## config.mk

```make
export PLATFORM = sky130hd
export DESIGN_NAME = frs_top
export DESIGN_NICKNAME = d
export VERILOG_FILES = /design/src/frs_pkg.sv /design/src/frs_sync.sv /design/src/frs_stretch.sv /design/src/frs_top.sv
export VERILOG_INCLUDE_DIRS = /design/src
export SDC_FILE = /design/constraint.sdc
export NUM_CORES = 1
export LEC_CHECK = 0
export ABC_AREA = 1
export BUFFER_PORTS_ARGS = -buffer_cell sky130_fd_sc_hd__buf_2
export CORE_MARGIN = 2
export CORE_UTILIZATION = 30
export DETAILED_ROUTE_END_ITERATION = 16
export MAX_ROUTING_LAYER = met4
export PLACE_DENSITY_LB_ADDON = 0.25
export RECOVER_POWER = 50
export SLEW_MARGIN = 15
export SYNTH_ARGS = -nofsm -noshare
export SYNTH_HDL_FRONTEND = slang
export SYNTH_SLANG_ARGS = --single-unit
```

## constraint.sdc

```tcl
create_clock -name pclk -period 2.95 [get_ports pclk]
set_input_delay 0 -clock pclk [delete_from_list [all_inputs] [get_ports pclk]]
set_output_delay 0 -clock pclk [all_outputs]
set_load 0.005 [all_outputs]
```

## src/frs_defs.svh

```systemverilog
/*
 Constants of the flash/rtc/software reset-source block: register offsets,
 bit positions, reset values and timing counts.
 Assumes inclusion by bare name from the package and the modules.
*/
`ifndef FRS_DEFS_SVH
`define FRS_DEFS_SVH
`define FRS_OFF_SRC 12'h000
`define FRS_OFF_CTRL 12'h004
`define FRS_OFF_IRQ_STAT 12'h008
`define FRS_OFF_IRQ_MASK 12'h00C
`define FRS_OFF_LOCK 12'h010
`define FRS_BIT_SWRF 4
`define FRS_BIT_RTC 5
`define FRS_BIT_FERR 6
`define FRS_BIT_RTCEN 7
`define FRS_CTRL_MCD 0
`define FRS_CTRL_ALM 1
`define FRS_ZERO32 32'h0000_0000
`define FRS_LOCK_RST 17'h1_FBFF
`define FRS_RST_CYCLES 16
`define FRS_SYNC_STAGES 2
`define FRS_OSC_MIN_HZ 20000
`define FRS_CLK_HZ 50000000
`endif

```

## src/frs_pkg.sv

```systemverilog
/*
 Types shared by the reset-source block.
 Assumes frs_defs.svh is on the include path.
*/
`include "frs_defs.svh"
package frs_pkg;
    // Cause of the most recent internal reset
    typedef enum logic [1:0] {
        FRS_CAUSE_NONE = 2'h0,
        FRS_CAUSE_FLASH = 2'h1,
        FRS_CAUSE_RTC = 2'h3,
        FRS_CAUSE_SW = 2'h2
    } frs_cause_t;
    // Pulse stretcher states, Gray ordered
    typedef enum logic [1:0] {
        FRS_IDLE = 2'b00,
        FRS_HOLD = 2'b01,
        FRS_DONE = 2'b11
    } frs_state_t;
endpackage

```

## src/frs_sync.sv

```systemverilog
/*
 Two-flop level synchroniser for event requests.
 Assumes the input may be asynchronous to pclk.
*/
`timescale 1ns/1ns
`include "frs_defs.svh"
module frs_sync #(
    parameter int WIDTH = 2
) (
    input wire logic pclk, // System clock
    input wire logic presetn, // Async reset, active low
    input wire logic [WIDTH-1:0] d_in, // Raw levels
    output logic [WIDTH-1:0] d_out // Synchronised levels
);
    logic [WIDTH-1:0] s1_r;
    logic [WIDTH-1:0] s1_nxt;
    logic [WIDTH-1:0] s2_nxt;
    // First stage feeds only the second
    always_comb begin
        s1_nxt = d_in;
        s2_nxt = s1_r;
    end
    always_ff @(posedge pclk or negedge presetn) begin
        if (!presetn) begin
            s1_r <= '0;
            d_out <= '0;
        end else begin
            s1_r <= s1_nxt;
            d_out <= s2_nxt;
        end
    end
endmodule

```

## src/frs_stretch.sv

```systemverilog
/*
 Stretches a one-cycle reset trigger to a fixed hold of CYCLES clocks.
 Assumes the trigger is synchronous to pclk.
*/
`timescale 1ns/1ns
`include "frs_defs.svh"
module frs_stretch #(
    parameter int CYCLES = `FRS_RST_CYCLES
) (
    input wire logic pclk, // System clock
    input wire logic presetn, // Async reset, active low
    input wire logic trig, // Reset trigger pulse
    output logic rst_out // Held internal reset, active high
);
    frs_pkg::frs_state_t st_r;
    frs_pkg::frs_state_t st_nxt;
    logic [7:0] cnt_r;
    logic [7:0] cnt_nxt;
    logic rst_nxt;
    // Hold counts down; a new trigger during hold restarts it
    always_comb begin
        st_nxt = st_r;
        cnt_nxt = cnt_r;
        case (st_r)
            frs_pkg::FRS_IDLE: begin
                if (trig) begin
                    st_nxt = frs_pkg::FRS_HOLD;
                    cnt_nxt = 8'(CYCLES - 1);
                end
            end
            frs_pkg::FRS_HOLD: begin
                if (trig) begin
                    cnt_nxt = 8'(CYCLES - 1);
                end else if (cnt_r == 8'h00) begin
                    st_nxt = frs_pkg::FRS_DONE;
                end else begin
                    cnt_nxt = cnt_r - 8'h01;
                end
            end
            // A trigger in the closing cycle starts a fresh hold, or it would be lost
            frs_pkg::FRS_DONE: begin
                if (trig) begin
                    st_nxt = frs_pkg::FRS_HOLD;
                    cnt_nxt = 8'(CYCLES - 1);
                end else begin
                    st_nxt = frs_pkg::FRS_IDLE;
                end
            end
            default: begin
                st_nxt = frs_pkg::FRS_IDLE;
            end
        endcase
        rst_nxt = (st_nxt == frs_pkg::FRS_HOLD);
    end
    always_ff @(posedge pclk or negedge presetn) begin
        if (!presetn) begin
            st_r <= frs_pkg::FRS_IDLE;
            cnt_r <= 8'h00;
            rst_out <= 1'b0;
        end else begin
            st_r <= st_nxt;
            cnt_r <= cnt_nxt;
            rst_out <= rst_nxt;
        end
    end
endmodule

```

## src/frs_top.sv

```systemverilog
/*
 Reset-source block: flash error, real-time-clock and software reset
 causes, cause flags, interrupt status/mask, APB register slave.
 Assumes the flash controller, CPU and rtc present single-cycle or level
 request inputs, and that sys_rst_out is ORed into the chip reset tree
 without touching the external reset pin. pclk/presetn must stay alive
 in low-power modes, since the rtc path depends on them.
*/
// Overview of operation
// Illegal flash read, write, erase or fetch address raises a full system reset; the erase strobe address is not compared with the lock.
// Write enable set and data-move write above lock address causes flash reset.
// Code-memory read above lock address causes flash error reset.
// Branch fetch above lock address causes flash error reset.
// Access forbidden by flash security settings causes flash error reset.
// Flash write or erase with supply monitor off causes flash error reset.
// Flash error flag, bit 6 of source register, reads set afterward.
// These resets act internally only; external reset pin untouched.
// Rtc may request reset on oscillator failure or alarm match.
// Oscillator failure counts when missing clock detector is enabled and clock slow.
// Alarm counts when alarm enabled and timer equals alarm match registers.
// Rtc events reset only when rtc reset enable, bit 7, is one.
// Rtc reset path stays working in Suspend and Sleep modes.
// Writing one to software reset force, bit 4, forces reset at once.
// Software reset force bit reads one after a software reset.
// Rtc requests are synchronised; each request is held a fixed minimum cycle count.
// A new reset clears other cause flags; exactly one cause reads set.
`timescale 1ns/1ns
`include "frs_defs.svh"
module frs_top #(
    parameter int ADDR_W = 17,
    parameter int RTC_W = 32,
    parameter int HOLD_CYCLES = `FRS_RST_CYCLES
) (
    input wire logic pclk, // System clock, 50 MHz
    input wire logic presetn, // Async reset, active low
    input wire logic psel, // APB select
    input wire logic penable, // APB access phase
    input wire logic pwrite, // APB write
    input wire logic [11:0] paddr, // APB byte address
    input wire logic [31:0] pwdata, // APB write data
    output logic [31:0] prdata, // APB read data
    output logic pready, // APB ready
    output logic pslverr, // APB error, unmapped address
    input wire logic flash_write_enable, // Flash program enable bit
    input wire logic external_data_move, // Data-move write strobe
    input wire logic code_memory_read, // Code-memory read strobe
    input wire logic fetch_strobe, // Instruction fetch strobe
    input wire logic erase_strobe, // Flash erase strobe
    input wire logic [ADDR_W-1:0] flash_addr, // Target address of the strobe
    input wire logic security_block, // Flash security forbids this access
    input wire logic vdd_monitor_en, // Supply monitor enabled
    input wire logic rtc_osc_slow, // Rtc clock below about 20 kHz
    input wire logic [RTC_W-1:0] rtc_timer, // Rtc timer value
    input wire logic [RTC_W-1:0] alarm_match_registers, // Alarm compare value
    output logic sys_rst_out, // Internal system reset, active high
    output logic irq // Level interrupt
);
    logic [1:0] rtc_raw;
    logic [1:0] rtc_sync;
    logic osc_fail_ev;
    logic alarm_ev;
    logic flash_err_ev;
    logic wr_any;
    logic rtc_ev;
    logic trig;
    logic apb_wr;
    logic apb_rd;
    logic mapped;
    logic [ADDR_W-1:0] lock_r;
    logic [ADDR_W-1:0] lock_nxt;
    logic rtcen_r;
    logic rtcen_nxt;
    logic [1:0] ctrl_r;
    logic [1:0] ctrl_nxt;
    frs_pkg::frs_cause_t cause_r;
    frs_pkg::frs_cause_t cause_nxt;
    logic [2:0] ist_r;
    logic [2:0] ist_nxt;
    logic [2:0] imask_r;
    logic [2:0] imask_nxt;
    logic [31:0] rd_nxt;
    logic err_nxt;
    logic rtc_prev_r;
    logic rtc_prev_nxt;

    // Oscillator flag and alarm compare, qualified by their enables
    always_comb begin
        rtc_raw[0] = ctrl_r[`FRS_CTRL_MCD] & rtc_osc_slow;
        rtc_raw[1] = ctrl_r[`FRS_CTRL_ALM] & (rtc_timer == alarm_match_registers);
    end

    // Rtc side may be slow or asynchronous, so its levels are synchronised
    frs_sync #(
        .WIDTH(2)
    ) u_sync (
        .pclk(pclk),
        .presetn(presetn),
        .d_in(rtc_raw),
        .d_out(rtc_sync)
    );

    // Event detection; sync logic has no low-power gating
    always_comb begin
        osc_fail_ev = rtc_sync[0];
        alarm_ev = rtc_sync[1];
        wr_any = (flash_write_enable & external_data_move) | erase_strobe;
        flash_err_ev = ((flash_write_enable & external_data_move & (flash_addr > lock_r))
            | (code_memory_read & (flash_addr > lock_r))
            | (fetch_strobe & (flash_addr > lock_r))
            | ((code_memory_read | fetch_strobe | wr_any) & security_block)
            | (wr_any & ~vdd_monitor_en));
        rtc_ev = rtcen_r & (osc_fail_ev | alarm_ev);
        apb_wr = psel & penable & pwrite;
        apb_rd = psel & penable & ~pwrite;
        trig = flash_err_ev | (rtc_ev & ~rtc_prev_r)
            | (apb_wr & (paddr == `FRS_OFF_SRC) & pwdata[`FRS_BIT_SWRF]);
    end

    // Reset hold; the output is internal only, no pin is driven
    frs_stretch #(
        .CYCLES(HOLD_CYCLES)
    ) u_stretch (
        .pclk(pclk),
        .presetn(presetn),
        .trig(trig),
        .rst_out(sys_rst_out)
    );

    // Register next values; flash error outranks software, then rtc
    always_comb begin
        lock_nxt = lock_r;
        rtcen_nxt = rtcen_r;
        ctrl_nxt = ctrl_r;
        cause_nxt = cause_r;
        imask_nxt = imask_r;
        ist_nxt = ist_r;
        rtc_prev_nxt = rtc_ev;
        if (apb_wr) begin
            case (paddr)
                `FRS_OFF_SRC: rtcen_nxt = pwdata[`FRS_BIT_RTCEN];
                `FRS_OFF_CTRL: ctrl_nxt = pwdata[1:0];
                `FRS_OFF_IRQ_STAT: ist_nxt = ist_r & ~pwdata[2:0];
                `FRS_OFF_IRQ_MASK: imask_nxt = pwdata[2:0];
                `FRS_OFF_LOCK: lock_nxt = pwdata[ADDR_W-1:0];
                default: begin
                end
            endcase
        end
        // One cause only: a new reset replaces the previous one
        if (flash_err_ev) begin
            cause_nxt = frs_pkg::FRS_CAUSE_FLASH;
        end else if (apb_wr && paddr == `FRS_OFF_SRC && pwdata[`FRS_BIT_SWRF]) begin
            cause_nxt = frs_pkg::FRS_CAUSE_SW;
        end else if (rtc_ev && !rtc_prev_r) begin
            cause_nxt = frs_pkg::FRS_CAUSE_RTC;
        end
        // Sticky status: set wins over a clear in the same cycle
        ist_nxt[0] = ist_nxt[0] | flash_err_ev;
        ist_nxt[1] = ist_nxt[1] | (rtc_ev & ~rtc_prev_r);
        ist_nxt[2] = ist_nxt[2] | (apb_wr & (paddr == `FRS_OFF_SRC) & pwdata[`FRS_BIT_SWRF]);
    end

    // Read mux and address decode
    always_comb begin
        mapped = (paddr == `FRS_OFF_SRC) || (paddr == `FRS_OFF_CTRL)
            || (paddr == `FRS_OFF_IRQ_STAT) || (paddr == `FRS_OFF_IRQ_MASK)
            || (paddr == `FRS_OFF_LOCK);
        rd_nxt = `FRS_ZERO32;
        err_nxt = psel & ~penable & ~mapped;
        if (psel && !penable && !pwrite) begin
            case (paddr)
                `FRS_OFF_SRC: begin
                    rd_nxt[`FRS_BIT_RTCEN] = rtcen_r;
                    rd_nxt[`FRS_BIT_FERR] = (cause_r == frs_pkg::FRS_CAUSE_FLASH);
                    rd_nxt[`FRS_BIT_RTC] = (cause_r == frs_pkg::FRS_CAUSE_RTC);
                    rd_nxt[`FRS_BIT_SWRF] = (cause_r == frs_pkg::FRS_CAUSE_SW);
                end
                `FRS_OFF_CTRL: rd_nxt[1:0] = ctrl_r;
                `FRS_OFF_IRQ_STAT: rd_nxt[2:0] = ist_r;
                `FRS_OFF_IRQ_MASK: rd_nxt[2:0] = imask_r;
                `FRS_OFF_LOCK: rd_nxt[ADDR_W-1:0] = lock_r;
                default: rd_nxt = `FRS_ZERO32;
            endcase
        end else if (apb_rd) begin
            rd_nxt = prdata;
        end
        if (psel && penable) begin
            err_nxt = pslverr;
        end
    end

    // Always ready: zero wait states
    assign pready = 1'b1;
    assign irq = |(ist_r & imask_r);

    // Cause flags are kept on the block's own reset only, so they survive
    // the internal reset that they describe
    always_ff @(posedge pclk or negedge presetn) begin
        if (!presetn) begin
            lock_r <= `FRS_LOCK_RST;
            rtcen_r <= 1'b0;
            ctrl_r <= 2'b00;
            cause_r <= frs_pkg::FRS_CAUSE_NONE;
            ist_r <= 3'b000;
            imask_r <= 3'b000;
            prdata <= `FRS_ZERO32;
            pslverr <= 1'b0;
            rtc_prev_r <= 1'b0;
        end else begin
            lock_r <= lock_nxt;
            rtcen_r <= rtcen_nxt;
            ctrl_r <= ctrl_nxt;
            cause_r <= cause_nxt;
            ist_r <= ist_nxt;
            imask_r <= imask_nxt;
            prdata <= rd_nxt;
            pslverr <= err_nxt;
            rtc_prev_r <= rtc_prev_nxt;
        end
    end
endmodule

```

==> metrics.yaml <==
critical_path:
  critPathCaptureType: "flip-flop"
  required_ns: 3.16
  critPathArrivalTime_ns: 2.52
  crit_buf_inv: 3
  path_delay_family: "simple AND/OR/NAND/NOR gates"
  crit_chain: "inv_1, ha_1, nand2_1, nor2_1, nand3_1, nor2_1, a21oi_1, nand2_2, nand3_4, inv_4, nand2_2, nand2_4, inv_1, nand2_1, nand2_1"
  crit_type: "reg -> reg"
  cp_slowest_cell: "dfstp_2"
  critPathMaxFanout: 14
  critical_path.max_stage_delay_ns: 0.51
  crit_path_frequent_cell: "nand2_1"
  start_kind: "flip-flop"
pwr:
  power.density_mw_per_mm2: 427
  leakage_nw: 2.79
  p_int_mw: 1.68
  irDropWorstVdd_mv: 0.311
  power_switching_mw: 0.614
  netSwitchingFraction_pct: 26.8
  pwr-share-comb_pct: 17.5
  p_clk_share_pct: 42.6
  p_seq_share_pct: 39.9
clocking:
  cts_tree: "yes"
  root_buffer: "clkbuf_16"
  clockBufferDepth: 2
  cts_setup_buffers: 0
  clkTransAtPathRegs_ns: 0.05
  clk_latency_ns: 0.32
  cts_buffers: 9
  htree_levels: 3
  clock-sinks: 62
grt:
  grt_pass1_vias: 3852
  grt_pass1_wl_um: 17100
  grt_max_degree: 39
  antenna_found_initial: 0
  grt_use_total_pct: 15.3
  gr-total-overflow: 0
sta:
  setup_viol: 0
  timing.slew.headroom_pct: -48.7
  finClkSkew_ns: 0.00879
  drv_slew: 38
  timing.hold.ws_ns: 0.0169
  finalSetupTns_ns: 0
  fin_crit_sh_pct: 78.1
  max_freq_mhz: 434
  hold_viol: 0
  rsz0062_at_grt: "false"
  worst_slew_pin_slew_ns: 2.23
  fin_crit_ns: 2.30
floorplanning:
  num_io_pins: 174
  chipWidth_um: 120
  core.rowCount: 42
  die_y_um: 120
  coreArea_sq_mm: 0.0132
  dieArea_sq_mm: 0.0144
  initial_core_util_pct: 30.6
drt:
  wl_per_cell_um: 12.2
  wl_um: 10500
  first_pass_iters: 5
  vias_per_cell: 4.47
  final_antenna_net_count: 0
  vias: 3847
  drt_iter0_markers: 166
  drc: 0
min_path:
  hp-class: "in -> reg"
placed_design:
  dp_hpwl_um: 8260
  place.gp.congestion: 0.842
  portBuffers: 142
logic_synthesis:
  post_synth.cell_area_avg_sq_um: 7.89
  synth_flop_cell: "dfrtp_1"
  ys_types: 44
  ys_ff_latch: 62
  synth_cells: 511
  synth_edf_count: 0
  yosys_warnings: 0
  async_flop_share_pct: 100
  ys_seq_area_share_pct: 39.0
  syn_area_sq_mm: 0.00403
final_layout:
  drive_gt1_share_pct: 27.3
  area_growth_pct: 32.9
  nets: 841
  final_util_pct: 40.6
  n_antenna_cell: 0
run_status:
  status: "finished with violations"
  violations: "max-capacitance violations, max-slew violations"
job:
  drv_cap: 1
-- worst reg2reg max path, stage by stage, from the launching register on --
cell and delay [ns]:
dfstp_2 0.51, inv_1 0.06, ha_1 0.30, nand2_1 0.06
nor2_1 0.19, nand3_1 0.09, nor2_1 0.14, a21oi_1 0.08
nand2_2 0.14, nand3_4 0.12, inv_4 0.09, nand2_2 0.06
nand2_4 0.15, inv_1 0.09, nand2_1 0.07, nand2_1 0.05
-- worst paths after layout --
check	cells after the start	slack (ns)	to	startpoint
worst max-delay path	15	0.65	u_stretch.cnt_r[4]	lock_r[14]
worst min-delay path	3	0.02	lock_r[1]	pwdata[1]
worst max register to register	15	0.65	u_stretch.cnt_r[4]	lock_r[14]
worst min register to register	0	0.35	u_sync.d_out[0]	u_sync.s1_r[0]
max in group asynchronous	2	0.78	u_stretch.cnt_r[7]	presetn
min in group asynchronous	2	0.89	prdata[10]	presetn
-- power by group through the flow --
stage / Combinational, mW / Clock [mW] / Sequential [mW]
finish: 0.400 / 0.975 / 0.914
global route: 0.463 / 1.05 / 0.917
CTS: 0.409 / 1.01 / 0.914
detailed placement: 0.387 / 0 / 0.928
global placement: 0.374 / 0 / 0.926
floorplan: 0.236 / 0 / 0.923
-- cells in the mapped netlist (5+ instances only) --
| cell type | n | share of area, % |
|---|---|---|
| buf_4 | 16 | 3.0 |
| a21oi_1 | 27 | 3.3 |
| or2_2 | 7 | 1.1 |
| nand4_1 | 5 | 0.78 |
| o32ai_1 | 13 | 2.8 |
| dfrtp_1 | 46 | 29 |
| o22ai_1 | 14 | 2.2 |
| dfstp_2 | 16 | 10 |
| inv_1 | 99 | 9.2 |
| nand2_1 | 84 | 7.8 |
| nor2_1 | 45 | 4.2 |
| ha_1 | 24 | 7.4 |
| a221oi_1 | 5 | 1.1 |
| xor2_1 | 8 | 1.7 |
| xnor2_1 | 7 | 1.5 |
| nand3_1 | 19 | 2.4 |
| o21ai_0 | 22 | 2.7 |
| o21ai_1 | 7 | 0.87 |
-- flip-flops by register name, indices dropped and copies added (netlist names) --
| register | flops |
|---|---|
| prdata | 17 |
| u_sync.s1_r | 2 |
| cause_r | 2 |
| rtcen_r | 1 |
| u_stretch.st_r | 2 |
| ctrl_r | 2 |
| lock_r | 17 |
| u_sync.d_out | 2 |
| ist_r | 3 |
| u_stretch.cnt_r | 8 |
| u_stretch.rst_out | 1 |
| imask_r | 3 |
| pslverr | 1 |
| rtc_prev_r | 1 |
-- layer usage --
metal / vias to the layer above / track usage [%] / wire, um / part of all wire [%]
met5: - / - / 0 / 0
li1: 1973 / - / - / -
met1: 1735 / 18.8 / 4750 / 45
met2: 135 / 25.9 / 5010 / 48
met4: 0 / 3.90 / 57 / 0.55
met3: 4 / 2.80 / 637 / 6.1
-- final cells by class --
cell class	instances	area [sq um]
tap	176	220
sequential	62	1570
timing repair buffer	166	938
clock inverter	4	22.5
fill	1383	7830
inverter	101	382
clock buffer	12	256
multi-input combinational	339	1970
-- per-stage QoR --
step	instances	cell area, sq um	total power, mW	setup slack [ns]
6_report	860	5360	2.29	0.645
5_1_grt	860	5360	2.43	0.345
4_1_cts	860	5390	2.33	0.631
3_5_place_dp	823	4900	1.31	0.647
3_3_place_gp	823	4900	1.30	0.733
2_1_floorplan	525	4090	1.16	0.984
-- what timing repair did --
action / 4_1_cts / 5_1_grt
endpoints found under the hold margin: 47 / 0
endpoints found under the setup margin: 0 / 0
hold buffers: 21 / 0
gates resized for setup: 0 / 0
-- kinds of logic after synthesis --
group	synth area share, %
buffers and inverters	13.3
adder cells (fa/ha/maj)	7.44
AO/OA/AOI/OAI	15.3
other	0.186
XOR/XNOR	3.26
flip-flops	39.0
AND/OR/NAND/NOR	21.5
-- cell usage in the layout (no fill, tap or decap), types with 2 or more instances in the layout --
| cell type | instances |
|---|---|
| nor4_1 | 4 |
| clkinv_2 | 3 |
| dfrtp_1 | 46 |
| o22ai_1 | 14 |
| clkbuf_8 | 2 |
| a22o_1 | 4 |
| nand2_2 | 3 |
| buf_2 | 128 |
| o32ai_1 | 13 |
| o21ai_0 | 22 |
| nor3_1 | 4 |
| clkbuf_1 | 15 |
| a221oi_1 | 5 |
| xnor2_1 | 7 |
| inv_1 | 99 |
| or2_2 | 7 |
| nand4_1 | 5 |
| ha_1 | 24 |
| nor2_4 | 2 |
| clkbuf_16 | 9 |
| o21ai_1 | 7 |
| conb_1 | 16 |
| nor2_1 | 46 |
| buf_4 | 2 |
| dfstp_2 | 16 |
| dlygate4sd3_1 | 21 |
| nor2_2 | 3 |
| o21ai_2 | 2 |
| nand2_1 | 84 |
| xor2_1 | 8 |
| nand3_1 | 19 |
| a21oi_1 | 27 |
Note: power is estimated with default switching activity, not from simulation.
